<file path="src/adsq_pkg.sv">
// Package for the converter sequencer: register map, field positions,
// state codes and the structs that carry core traffic.
// Assumes a 40 MHz peripheral clock and a byte-addressed word port.
package adsq_pkg;

   // Register byte addresses, one aligned word each
   localparam logic [7:0] OFF_MODE_A = 8'h00;  // Normal conversion control
   localparam logic [7:0] OFF_MODE_B = 8'h04;  // Reference and channel select
   localparam logic [7:0] OFF_PRIO   = 8'h08;  // Top-priority control
   localparam logic [7:0] OFF_MON0   = 8'h0c;  // Monitor channel 0 control
   localparam logic [7:0] OFF_MON1   = 8'h10;  // Monitor channel 1 control
   localparam logic [7:0] OFF_THR0   = 8'h14;  // Monitor 0 threshold
   localparam logic [7:0] OFF_THR1   = 8'h18;  // Monitor 1 threshold
   localparam logic [7:0] OFF_RES0   = 8'h20;  // First result, then +4 each
   localparam logic [7:0] OFF_RESP   = 8'h40;  // Top-priority result

   // Sizes
   localparam int NRES  = 8;   // Normal result registers
   localparam int CH_W  = 3;   // Channel number width
   localparam int IDX_W = 4;   // Result index width, NRES is priority slot
   localparam int RES_W = 10;  // Conversion result width

   // Field positions
   localparam int MA_GO = 0;   // Normal start, write-only
   localparam int MA_SC = 1;   // Scan bit of repeat/scan
   localparam int MA_RP = 2;   // Repeat bit of repeat/scan
   localparam int MA_IT = 4;   // Interrupt timing, two bits
   localparam int MA_BZ = 6;   // Normal busy, read-only
   localparam int MA_DN = 7;   // Normal done, clear on read
   localparam int MB_RF = 0;   // Reference power on
   localparam int MB_FC = 1;   // Fixed channel, three bits
   localparam int MB_SL = 4;   // Last scan channel, three bits
   localparam int PR_CH = 0;   // Priority channel, three bits
   localparam int PR_GO = 3;   // Priority start, write-only
   localparam int PR_BZ = 4;   // Priority busy
   localparam int PR_DN = 5;   // Priority done, clear on read
   localparam int MN_EN = 0;   // Monitor enable
   localparam int MN_DR = 1;   // Direction: 1 larger, 0 smaller
   localparam int MN_SL = 2;   // Watched result, three bits
   localparam int VAL_LO = 6;  // Result and threshold low bit
   localparam int VAL_HI = 15; // Result and threshold high bit
   localparam int RS_OV = 1;   // Overrun flag
   localparam int RS_ST = 0;   // Stored flag

   // Repeat/scan modes and interrupt timing codes
   localparam logic [1:0] MODE_FIX_SINGLE  = 2'h0;
   localparam logic [1:0] MODE_SCAN_SINGLE = 2'h1;
   localparam logic [1:0] MODE_FIX_REPEAT  = 2'h2;
   localparam logic [1:0] MODE_SCAN_REPEAT = 2'h3;
   localparam logic [1:0] ITM_EACH  = 2'h0;   // Interrupt every conversion
   localparam logic [1:0] ITM_FOUR  = 2'h1;   // Interrupt every fourth
   localparam logic [1:0] FOUR_LAST = 2'h3;   // Slot of the fourth result

   // Reference settle time software must wait
   localparam int REF_SETTLE_NS = 3000;
   localparam int CLK_NS        = 25;
   localparam int REF_SETTLE_CY = (REF_SETTLE_NS + CLK_NS - 1) / CLK_NS;

   // Sequencer states, one-hot
   typedef enum logic [2:0] {
      ST_IDLE = 3'b001,
      ST_NORM = 3'b010,
      ST_PRIO = 3'b100
   } adsq_st_t;

   // Request to the conversion core
   typedef struct packed {
      logic            start;    // One-cycle start, restarts a running one
      logic [CH_W-1:0] channel;  // Input to convert
   } adsq_conv_req_t;

   // Answer from the conversion core
   typedef struct packed {
      logic             done;    // One-cycle completion
      logic [RES_W-1:0] data;    // Result, valid with done
   } adsq_conv_rsp_t;

   // Whole sequencer state
   typedef struct packed {
      adsq_st_t                    st;
      logic [1:0]                  modeRs;
      logic [1:0]                  irq_timing_select;
      logic                        normBusy;
      logic                        normDone;
      logic                        refOn;
      logic [CH_W-1:0]             fixCh;
      logic [CH_W-1:0]             scanLast;
      logic [CH_W-1:0]             prioCh;
      logic                        prioBusy;
      logic                        prioDone;
      logic [1:0]                  monEn;
      logic [1:0]                  monDir;
      logic [1:0][CH_W-1:0]        monSel;
      logic [1:0][RES_W-1:0]       thr;
      logic [NRES:0][RES_W-1:0]    resVal;
      logic [NRES:0]               resSt;
      logic [NRES:0]               resOv;
      logic [CH_W-1:0]             curCh;
      logic [1:0]                  slot;
      logic [31:0]                 rdData;
      adsq_conv_req_t              req;
      logic                        irqNorm;
      logic                        irqPrio;
      logic [1:0]                  irqMon;
   } adsq_state_t;

endpackage

</file>
<file path="src/adsq_seq.sv">
// Converter sequencer: normal and top-priority conversion control,
// result registers with stored/overrun flags and two threshold monitors.
// Assumes the conversion core shares clk and answers each start with one
// done pulse; a new start aborts and replaces a running conversion.
//
// Implementation choices: the strobed register port and the register offsets.
`timescale 1ns/1ps

// Function
// Monitor 0 threshold in bits 15:6, rest zero
// Monitor 1 threshold in bits 15:6, rest zero
// Software writes threshold 0 only when disabled
// Software writes threshold 1 only when disabled
// Software enables reference, waits 3 us, starts
// Reference enable cleared switches reference off
// Repeat/scan bits pick one of four modes
// Fixed single: once, done, idle, interrupt
// Scan single: whole scan, done, idle, interrupt
// Fixed repeat: busy stays, interrupt per timing
// Scan repeat: busy stays, done each scan
// Reading normal done flag clears it
// Priority request pre-empts running normal conversion
// Priority always converts its channel once
// Priority completion: interrupt, done, busy clear
// Reading priority done flag clears it
// Priority request ignored while priority busy
// Two monitors, each with own enable
// Monitor compares result, direction picks larger/smaller
// Compare only when watched result is written
// Unread result overwritten, flags stay set
// Result word: value, overrun, stored flags
// Priority start keeps normal busy and done
// Normal resumes from the interrupted channel
// Each interrupt is a one-cycle pulse
module adsq_seq
   import adsq_pkg::*;
(
   input  wire logic           clk,
   input  wire logic           resetn,
   input  wire logic [7:0]     addr,
   input  wire logic [31:0]    wrData,
   input  wire logic           wrEn,
   input  wire logic           rdEn,
   output logic [31:0]         rdData,
   output adsq_conv_req_t      convReq,
   input  wire adsq_conv_rsp_t convRsp,
   output logic                referencePowerOn,
   output logic                normalDoneIrq,
   output logic                priorityDoneIrq,
   output logic [1:0]          thresholdIrq
);

   ////////////////////////////////////////////////////////////////////////
   // Decode

   adsq_state_t s_r;     // Registered state
   adsq_state_t s_nxt;   // Next state

   logic wrModeA;        // Write to normal control
   logic wrPrio;         // Write to priority control
   logic rdModeA;        // Read of normal control
   logic rdPrio;         // Read of priority control
   logic prioGo;         // Accepted priority start
   logic normGo;         // Accepted normal start
   logic convEnd;        // Core finished a conversion

   assign wrModeA = wrEn && (addr == OFF_MODE_A);
   assign wrPrio  = wrEn && (addr == OFF_PRIO);
   assign rdModeA = rdEn && (addr == OFF_MODE_A);
   assign rdPrio  = rdEn && (addr == OFF_PRIO);
   // Second priority start while one runs is dropped
   assign prioGo  = wrPrio && wrData[PR_GO] && !s_r.prioBusy;
   // Normal start only from rest; a priority start wins the same cycle
   assign normGo  = wrModeA && wrData[MA_GO] && !s_r.normBusy && !s_r.prioBusy && !prioGo;
   assign convEnd = convRsp.done && (s_r.st != ST_IDLE);

   ////////////////////////////////////////////////////////////////////////
   // Next-state logic

   always_comb begin
      logic             store;     // A result is written this cycle
      logic [IDX_W-1:0] idx;       // Which result register
      logic             lastScan;  // Scan reached its last channel
      logic             repMode;   // Repeat bit, sampled live
      store    = 1'b0;
      idx      = '0;
      lastScan = 1'b0;
      repMode  = s_r.modeRs[1];
      s_nxt    = s_r;

      // Pulses last one cycle only
      s_nxt.req.start = 1'b0;
      s_nxt.irqNorm   = 1'b0;
      s_nxt.irqPrio   = 1'b0;
      s_nxt.irqMon    = 2'b00;
      s_nxt.rdData    = '0;

      // Read path, taken from the pre-clear values
      if (rdEn) begin
         unique case (addr)
            OFF_MODE_A: s_nxt.rdData = {24'h0, s_r.normDone, s_r.normBusy,
                                        s_r.irq_timing_select, 1'b0, s_r.modeRs, 1'b0};
            OFF_MODE_B: s_nxt.rdData = {25'h0, s_r.scanLast, s_r.fixCh, s_r.refOn};
            OFF_PRIO:   s_nxt.rdData = {26'h0, s_r.prioDone, s_r.prioBusy,
                                        1'b0, s_r.prioCh};
            OFF_MON0:   s_nxt.rdData = {27'h0, s_r.monSel[0], s_r.monDir[0],
                                        s_r.monEn[0]};
            OFF_MON1:   s_nxt.rdData = {27'h0, s_r.monSel[1], s_r.monDir[1],
                                        s_r.monEn[1]};
            OFF_THR0:   s_nxt.rdData = {16'h0, s_r.thr[0], 6'h00};
            OFF_THR1:   s_nxt.rdData = {16'h0, s_r.thr[1], 6'h00};
            default: begin
               s_nxt.rdData = '0;
            end
         endcase
         // Result words, normal ones and the priority one
         for (int i = 0; i <= NRES; i++) begin
            if (addr == OFF_RES0 + 8'(4 * i)) begin
               s_nxt.rdData = {16'h0, s_r.resVal[i], 4'h0,
                               s_r.resOv[i], s_r.resSt[i]};
               s_nxt.resSt[i] = 1'b0;
               s_nxt.resOv[i] = 1'b0;
            end
         end
      end

      // Read-clear of done flags, before any set below
      if (rdModeA) begin
         s_nxt.normDone = 1'b0;
      end
      if (rdPrio) begin
         s_nxt.prioDone = 1'b0;
      end

      // Register writes
      if (wrEn) begin
         unique case (addr)
            OFF_MODE_A: begin
               s_nxt.modeRs = {wrData[MA_RP], wrData[MA_SC]};
               s_nxt.irq_timing_select    = wrData[MA_IT +: 2];
            end
            OFF_MODE_B: begin
               s_nxt.refOn    = wrData[MB_RF];
               s_nxt.fixCh    = wrData[MB_FC +: CH_W];
               s_nxt.scanLast = wrData[MB_SL +: CH_W];
            end
            OFF_PRIO: s_nxt.prioCh = wrData[PR_CH +: CH_W];
            OFF_MON0: begin
               s_nxt.monEn[0]  = wrData[MN_EN];
               s_nxt.monDir[0] = wrData[MN_DR];
               s_nxt.monSel[0] = wrData[MN_SL +: CH_W];
            end
            OFF_MON1: begin
               s_nxt.monEn[1]  = wrData[MN_EN];
               s_nxt.monDir[1] = wrData[MN_DR];
               s_nxt.monSel[1] = wrData[MN_SL +: CH_W];
            end
            // Taken even while enabled; software must not do that
            OFF_THR0: s_nxt.thr[0] = wrData[VAL_HI:VAL_LO];
            OFF_THR1: s_nxt.thr[1] = wrData[VAL_HI:VAL_LO];
            default: begin
               s_nxt.rdData = s_nxt.rdData;
            end
         endcase
      end

      // Sequencer
      unique case (s_r.st)
         ST_IDLE: begin
            if (normGo) begin
               s_nxt.st       = ST_NORM;
               s_nxt.normBusy = 1'b1;
               s_nxt.slot     = 2'h0;
               s_nxt.curCh    = wrData[MA_SC] ? CH_W'(0) : s_r.fixCh;
               s_nxt.req      = '{start: 1'b1,
                                  channel: wrData[MA_SC] ? CH_W'(0) : s_r.fixCh};
            end
         end
         ST_NORM: begin
            if (convEnd) begin
               store    = 1'b1;
               lastScan = !s_r.modeRs[0] || (s_r.curCh == s_r.scanLast);
               // Result slot by mode
               if (s_r.modeRs == MODE_FIX_REPEAT) begin
                  idx = (s_r.irq_timing_select == ITM_FOUR) ? IDX_W'(s_r.slot) : '0;
               end else begin
                  idx = IDX_W'(s_r.curCh);
               end
               if (s_r.modeRs[0] && !lastScan) begin
                  // Next channel of the scan
                  s_nxt.curCh = s_r.curCh + CH_W'(1);
                  s_nxt.req   = '{start: 1'b1, channel: s_r.curCh + CH_W'(1)};
               end else if (repMode) begin
                  // Keep going, busy stays up
                  s_nxt.curCh = s_r.modeRs[0] ? CH_W'(0) : s_r.curCh;
                  s_nxt.req   = '{start: 1'b1,
                                  channel: s_r.modeRs[0] ? CH_W'(0) : s_r.curCh};
                  if (s_r.modeRs[0]) begin
                     s_nxt.normDone = 1'b1;
                     s_nxt.irqNorm  = 1'b1;
                  end else if (s_r.irq_timing_select == ITM_FOUR) begin
                     s_nxt.slot = s_r.slot + 2'h1;
                     if (s_r.slot == FOUR_LAST) begin
                        s_nxt.normDone = 1'b1;
                        s_nxt.irqNorm  = 1'b1;
                     end
                  end else begin
                     s_nxt.normDone = 1'b1;
                     s_nxt.irqNorm  = 1'b1;
                  end
               end else begin
                  // Single pass over, or repeat stopped by software
                  s_nxt.st       = ST_IDLE;
                  s_nxt.normBusy = 1'b0;
                  s_nxt.normDone = 1'b1;
                  s_nxt.irqNorm  = 1'b1;
               end
            end
            // Pre-emption aborts the running conversion; curCh is kept
            if (prioGo) begin
               s_nxt.st       = ST_PRIO;
               s_nxt.prioBusy = 1'b1;
               s_nxt.req      = '{start: 1'b1, channel: wrData[PR_CH +: CH_W]};
               store          = 1'b0;
               s_nxt.normDone = rdModeA ? 1'b0 : s_r.normDone;
               s_nxt.normBusy = s_r.normBusy;
               s_nxt.curCh    = s_r.curCh;
               s_nxt.slot     = s_r.slot;
               s_nxt.irqNorm  = 1'b0;
            end
         end
         ST_PRIO: begin
            if (convEnd) begin
               store          = 1'b1;
               idx            = IDX_W'(NRES);
               s_nxt.prioBusy = 1'b0;
               s_nxt.prioDone = 1'b1;
               s_nxt.irqPrio  = 1'b1;
               if (s_r.normBusy) begin
                  // Resume where the normal sequence was cut off
                  s_nxt.st  = ST_NORM;
                  s_nxt.req = '{start: 1'b1, channel: s_r.curCh};
               end else begin
                  s_nxt.st = ST_IDLE;
               end
            end
         end
      endcase

      // Priority start from rest, single fixed channel
      if (prioGo && s_r.st == ST_IDLE) begin
         s_nxt.st       = ST_PRIO;
         s_nxt.prioBusy = 1'b1;
         s_nxt.req      = '{start: 1'b1, channel: wrData[PR_CH +: CH_W]};
      end

      // Result store; overrun when the old one was never read
      if (store) begin
         s_nxt.resVal[idx] = convRsp.data;
         s_nxt.resOv[idx]  = s_r.resSt[idx] | s_nxt.resOv[idx];
         s_nxt.resSt[idx]  = 1'b1;
         // Monitors look only at the freshly written register
         for (int k = 0; k < 2; k++) begin
            if (s_r.monEn[k] && (idx == IDX_W'(s_r.monSel[k]))) begin
               s_nxt.irqMon[k] = s_r.monDir[k] ? (convRsp.data > s_r.thr[k])
                                               : (convRsp.data < s_r.thr[k]);
            end
         end
      end
   end

   ////////////////////////////////////////////////////////////////////////
   // State register

   always_ff @(posedge clk or negedge resetn) begin
      if (!resetn) begin
         s_r    <= '0;
         s_r.st <= ST_IDLE;
      end else begin
         s_r <= s_nxt;
      end
   end

   // Outputs straight from the state flops
   assign rdData           = s_r.rdData;
   assign convReq          = s_r.req;
   assign referencePowerOn = s_r.refOn;
   assign normalDoneIrq    = s_r.irqNorm;
   assign priorityDoneIrq  = s_r.irqPrio;
   assign thresholdIrq     = s_r.irqMon;
endmodule // adsq_seq

</file>
<file path="config.mk">
export PLATFORM = sky130hd
export DESIGN_NAME = adsq_seq
export DESIGN_NICKNAME = d
export VERILOG_FILES = /design/src/adsq_pkg.sv /design/src/adsq_seq.sv
export SDC_FILE = /design/constraint.sdc
export NUM_CORES = 1
export LEC_CHECK = 0
export ABC_AREA = 1
export BUFFER_PORTS_ARGS = -buffer_cell sky130_fd_sc_hd__buf_2
export CAP_MARGIN = 10
export CORE_ASPECT_RATIO = 1.2
export CORE_UTILIZATION = 30
export DETAILED_ROUTE_END_ITERATION = 6
export PLACE_DENSITY = 0.44
export SETUP_SLACK_MARGIN = 0.5
export SKIP_CTS_REPAIR_TIMING = 1
export SLEW_MARGIN = 30
export SYNTH_ARGS = -nofsm -noshare
export SYNTH_HDL_FRONTEND = slang
export SYNTH_SLANG_ARGS = --single-unit
</file>
<file path="constraint.sdc">
create_clock -name clk -period 4.3 [get_ports clk]
set_input_delay 0.215 -clock clk [delete_from_list [all_inputs] [get_ports clk]]
set_output_delay 0.215 -clock clk [all_outputs]
set_load 0.02 [all_outputs]
</file>
==> results of run 1 <==
[final cells by class]
type | count | area [um^2] | area share
sequential | 188 | 4710 | 0.423
multi-input combinational | 874 | 4420 | 0.397
tap | 450 | 563 | 0.0506
inverter | 125 | 469 | 0.0422
clock buffer | 17 | 425 | 0.0382
timing repair buffer | 70 | 403 | 0.0362
clock inverter | 15 | 141 | 0.0127
[stage by stage]
| stage | util | std cells | setup slack, ns | instance area, um^2 | hold slack [ns] |
|---|---|---|---|---|---|
| after floorplan | - | 1263 | 2.61 | 10100 | -0.0806 |
| after global placement | 0.319 | 1706 | 1.48 | 10500 | 0.450 |
| after detailed placement | 0.319 | 1706 | 1.57 | 10600 | 0.270 |
| after CTS | 0.336 | 1738 | 1.60 | 11100 | -0.210 |
| after global routing | 0.337 | 1739 | 1.39 | 11100 | 0.0243 |
| final | 0.337 | 1739 | 1.63 | 11100 | 0.0328 |
[cell usage after synthesis, types with 2 or more instances]
cell type	n
nor2_8	3
inv_1	113
nand2_1	358
o21ai_0	142
o21a_1	2
buf_2	15
o22ai_1	22
clkinv_1	4
buf_4	47
o21ai_1	36
xor2_1	3
o21ai_2	2
a22o_1	4
clkbuf_1	12
a21oi_1	28
o211ai_1	5
inv_2	8
nor2_4	8
buf_6	2
nor3_1	10
dfrtp_1	187
nand3_4	2
nand2_4	6
nor2_2	9
nor2_1	77
nand3_1	50
nand4_1	12
a22oi_1	3
a221oi_1	2
xnor2_1	5
ha_1	22
nand3_2	4
nand2_2	10
o21bai_1	9
o221ai_1	3
a31oi_1	6
or2_2	2
[sequential cells by signal (all words and copies together) (netlist names)]
signal / cells
s_r: 163
convReq: 4
rdData: 16
thresholdIrq: 2
referencePowerOn: 1
priorityDoneIrq: 1
normalDoneIrq: 1
[cells by family (layout without fill, tap and decap cells)]
logic type | count (synthesis) | after routing | synth area share
simple gates | 557 | 557 | 0.249
compound gates | 270 | 270 | 0.150
buf+inv | 201 | 227 | 0.0961
flops | 188 | 188 | 0.469
fa+ha+maj | 22 | 22 | 0.0274
xor+xnor | 8 | 8 | 0.00698
other cells | 1 | 16 | 0.000374
mux | 1 | 1 | 0.00112
[worst max path at each step]
| stage | slack, ns | cells past startpoint | start | end |
|---|---|---|---|---|
| after CTS | 1.60 | 10 | s_r[203] | s_r[50] |
| after floorplan | 2.61 | 14 | s_r[203] | s_r[45] |
| final | 1.63 | 10 | s_r[203] | s_r[50] |
| after global placement | 1.48 | 9 | s_r[201] | s_r[47] |
| after detailed placement | 1.57 | 13 | addr[0] | rdData[0] |
| after global routing | 1.39 | 10 | s_r[203] | s_r[50] |
[routing by layer]
metal,vias to the layer above,wire (um),part of all wire
li1,4079,-,-
met1,3796,14000,0.50
met2,121,13300,0.47
met3,15,575,0.020
met4,0,271,0.0096
met5,-,0,0
[worst max-delay path: stages, from the launching register on]
cell and delay, ns:
dfrtp_1 0.37, inv_1 0.12, nand3_4 0.16, inv_1 0.35, nand2_4 0.13, nor2_4 0.36, inv_2 0.12, nor2_4 0.18
nand3_2 0.43, o21bai_1 0.32, nand2_1 0.06
[power by group]
part           leakage [nW]  internal, mW  switching, mW
clock network         0.275         0.774          0.792
logic                  2.70         0.406          0.762
registers              2.48          2.14          0.246
==> run metrics, run 1 <==
outcome=finished, final reports clean; r2r setup slk=1.63 ns; Filler cells=3632; Hold Path Origin=wrData[2]; final setup violation count=0; peak supply drop=0.000187 V; Slew @ Worst Pin=0.954 ns; post-route clock period utilization=0.620; min-delay worst type=in2reg; Final Skew=0.0111 ns; first-pass GRT wire length=44900 um; CTS Buffer Depth=2; FP Rows=73; critical path startpoint category=flop; Hold Path Stages=3; final wirelength=28100 um; top cell type's share of synthesized area=0.466; Nets=1353; hold endpoint=s_r[200]; vias in the first global route=7763; Max Freq=375 MHz; Max Cap Viol=0; Remaining Overflow, GRT=0; power density cells=460 mW/mm^2; met2 GRT Util=0.282; Worst Setup End Kind=flop; largest net degree at the start of global routing=117; RSZ-0062 raised after global routing=false; Post-synth ARST share=1.00; register area share after synthesis=0.469; final hold violation count=0; DRC=0; Yosys top cell by area=dfrtp_1; vias per inst=4.61; Total GRT Usage=0.172; via count=8011; clock latency on the worst-skew pair=0.44 ns; post-route ant nets=0; # H-tree levels=4; Die Y=202 um; Placer Congestion=0.827; Port Buffers=63; initial antenna violation count=0; synthesis-stage register bit count=188; die extent in x=169 um; core area=0.0331 mm^2; synth top area cells=dfrtp_1 47%, nand2_1 13%, o21ai_0 7.1%; synth warn=0; Mapped Area=0.0100 mm^2; die area=0.0342 mm^2; commonest non-fill, non-tap cell in the layout=nand2_1; RR Endpoint=s_r[50]; Num CTS Buffers=17; commonest non-fill, non-tap cells in the layout=358 x nand2_1, 187 x dfrtp_1, 142 x o21ai_0; layout cells sized above 1=0.127; Boundary Pins=96; reg2reg start=s_r[203]; Final HPWL DP=20800 um; Worst Path Arrival=3.04 ns; clock sink count=188; CP Class=reg2reg; Cell variety after synth=52; met1 usage=0.239; predominant post-synthesis flop cell=dfrtp_1; reg2reg path depth=10; leak pwr=5.46 nW; number of enable flip-flop cells after synthesis=0; Setup TNS=0 ns; Detailed Route Iter0 Violations=452; Final Power=5.12 mW; Cells after Synth=1248; clock slew at reported path FFs=0.07 ns; WP data required=4.67 ns; Slew Limit Fails=0; Ant. Diodes=0; Pre-antenna DRT Iters=5; grt met3 use=0.0235; Max-slew headroom=0.362; CTS tree=done; Final Critical Period=2.67 ns; GR peak layer=met2; Root Buffer Master=clkbuf_16; Mapped Avg Cell Area=8.04 um^2; Routed wire per std cell=16.2 um; Starting Density=0.303; Area growth, synth to finish=10.9%; CP Max Fanout=23
(Power assumes the default switching activity.)
==> run 2: changes to the inputs <==
==> constraint.sdc (replaced) <==
create_clock -name clk -period 2.65 [get_ports clk]
set_input_delay 0.1325 -clock clk [delete_from_list [all_inputs] [get_ports clk]]
set_output_delay 0.1325 -clock clk [all_outputs]
set_load 0.02 [all_outputs]
==> run metrics, run 2 (synthesis results as in run 1) <==
crit path to=s_r[51]; Pre-antenna DRT Iters=5; slowest CP cell=dfrtp_1; Reg with most FFs=s_r; hold_ws=-0.0104 ns; critical-path cell list=inv_2 > nand2_4 > nand2_2 > o21ai_4 > buf_12 > nand3_1 > nor2_1 > nor2_1 > nand2_1 > nand2_1 > nand2_1 > nand2_2 > nand2_4 > o21bai_1 > nand2_1; via count=8318; clock sink count=188; # H-tree levels=4; power density cells=748 mW/mm^2; clock latency on the worst-skew pair=0.45 ns; leak pwr=5.76 nW; Ant. Diodes=0; reg2reg path depth=15; post-route ant nets=0; Port Buffers=63; outcome=finished, violations left; DRC=0; met2 GRT Util=0.291; Slew @ Worst Pin=0.604 ns; largest net degree at the start of global routing=62; grt met3 use=0.0247; Max Freq=502 MHz; GR peak layer=met2; peak supply drop=0.000295 V; Root Buffer Master=clkbuf_16; core area=0.0331 mm^2; Boundary Pins=96; max incr delay on CP=0.42 ns; Max-slew headroom=0.597; critical path startpoint category=flop; post-route clock period utilization=0.752; Filler cells=3623; CTS Buffer Depth=2; Final HPWL DP=21700 um; CP most frequent cell=nand2_1; Starting Density=0.303; initial antenna violation count=0; Total GRT Usage=0.176; Critical Path Source=s_r[199]; commonest non-fill, non-tap cells in the layout=357 x nand2_1, 187 x dfrtp_1, 142 x o21ai_0; Final Power=8.75 mW; Num CTS Buffers=17; failing checks=hold timing; die extent in x=169 um; FP Rows=73; Area growth, synth to finish=16.5%; WP data required=2.98 ns; Remaining Overflow, GRT=0; die area=0.0342 mm^2; Placer Congestion=0.844; Worst Setup End Kind=flop; Final Skew=0.0148 ns; CP Max Fanout=8; Post-DP Area=0.0107 mm^2; vias per inst=4.65; Nets=1404; Setup TNS=0 ns; met1 usage=0.239; RSZ-0062 raised after global routing=false; first-pass GRT wire length=45800 um; final hold violation count=4; final instance area=0.0117 mm^2; final std cells w/o fill=1790; layout cells sized above 1=0.157; Die Y=202 um; reg2reg start=s_r[199]; final wirelength=28700 um; min-delay worst type=in2reg; Worst Path Arrival=2.33 ns; Routed wire per std cell=16.0 um; max reg flops=163; Slew Limit Fails=0; Final Critical Period=1.99 ns; dpl cells=1724; Detailed Route Iter0 Violations=538; clock slew at reported path FFs=0.07 ns; CP Class=reg2reg; r2r setup slk=0.66 ns; Max Cap Viol=0; final setup violation count=0; vias in the first global route=7892; commonest non-fill, non-tap cell in the layout=nand2_1; RR Endpoint=s_r[51]; CTS tree=done
==> run 2: per-layer routing <==
metal / share of wire / vias to the layer above
li1: - / 4190
met1: 0.47 / 3927
met2: 0.48 / 176
met3: 0.034 / 25
met4: 0.013 / 0
met5: 0 / -
==> run 2: through the flow <==
stage                     utilization  setup WS (ns)  hold slack, ns
after detailed placement        0.323          0.396           0.172
after floorplan                     -          0.964          -0.163
after global placement          0.323          0.425           0.177
after global routing            0.354          0.486         0.00397
after CTS                       0.342          0.398          -0.314
final                           0.354          0.657         -0.0104
==> run 2: worst min-delay path by stage <==
stage	end	start	depth (start not counted)	slack [ns]
floorplan	convReq[0]	resetn	0	-0.16
global placement	rdData[9]	resetn	1	0.18
detailed placement	rdData[9]	resetn	1	0.17
CTS	rdData[12]	resetn	1	-0.31
global route	s_r[163]	wrData[6]	3	0.004
finish	s_r[163]	wrData[6]	3	-0.01
==> run 2: final cells by class <==
class | instances | area [um^2] | share of cell area
repair buffers | 121 | 831 | 0.0711
clock inverters | 14 | 184 | 0.0157
clock buffers | 18 | 439 | 0.0376
flip-flops and latches | 188 | 4710 | 0.403
well taps | 450 | 563 | 0.0482
multi-input cells | 874 | 4500 | 0.385
inverters | 125 | 473 | 0.0405
==> run 2: worst max-delay path: cells and delay by family, from the launching register on <==
| kind | cells | cell delay [ns] |
|---|---|---|
| compound gates | 2 | 0.26 |
| buf+inv | 2 | 0.25 |
| flops | 1 | 0.42 |
| simple gates | 11 | 0.94 |
==> run 2: report_power, final <==
part	internal, mW	total [mW]	leakage [nW]	switching (mW)
sequential	3.48	3.88	2.48	0.397
clock	1.53	2.75	0.303	1.21
combinational	0.810	2.12	2.99	1.31
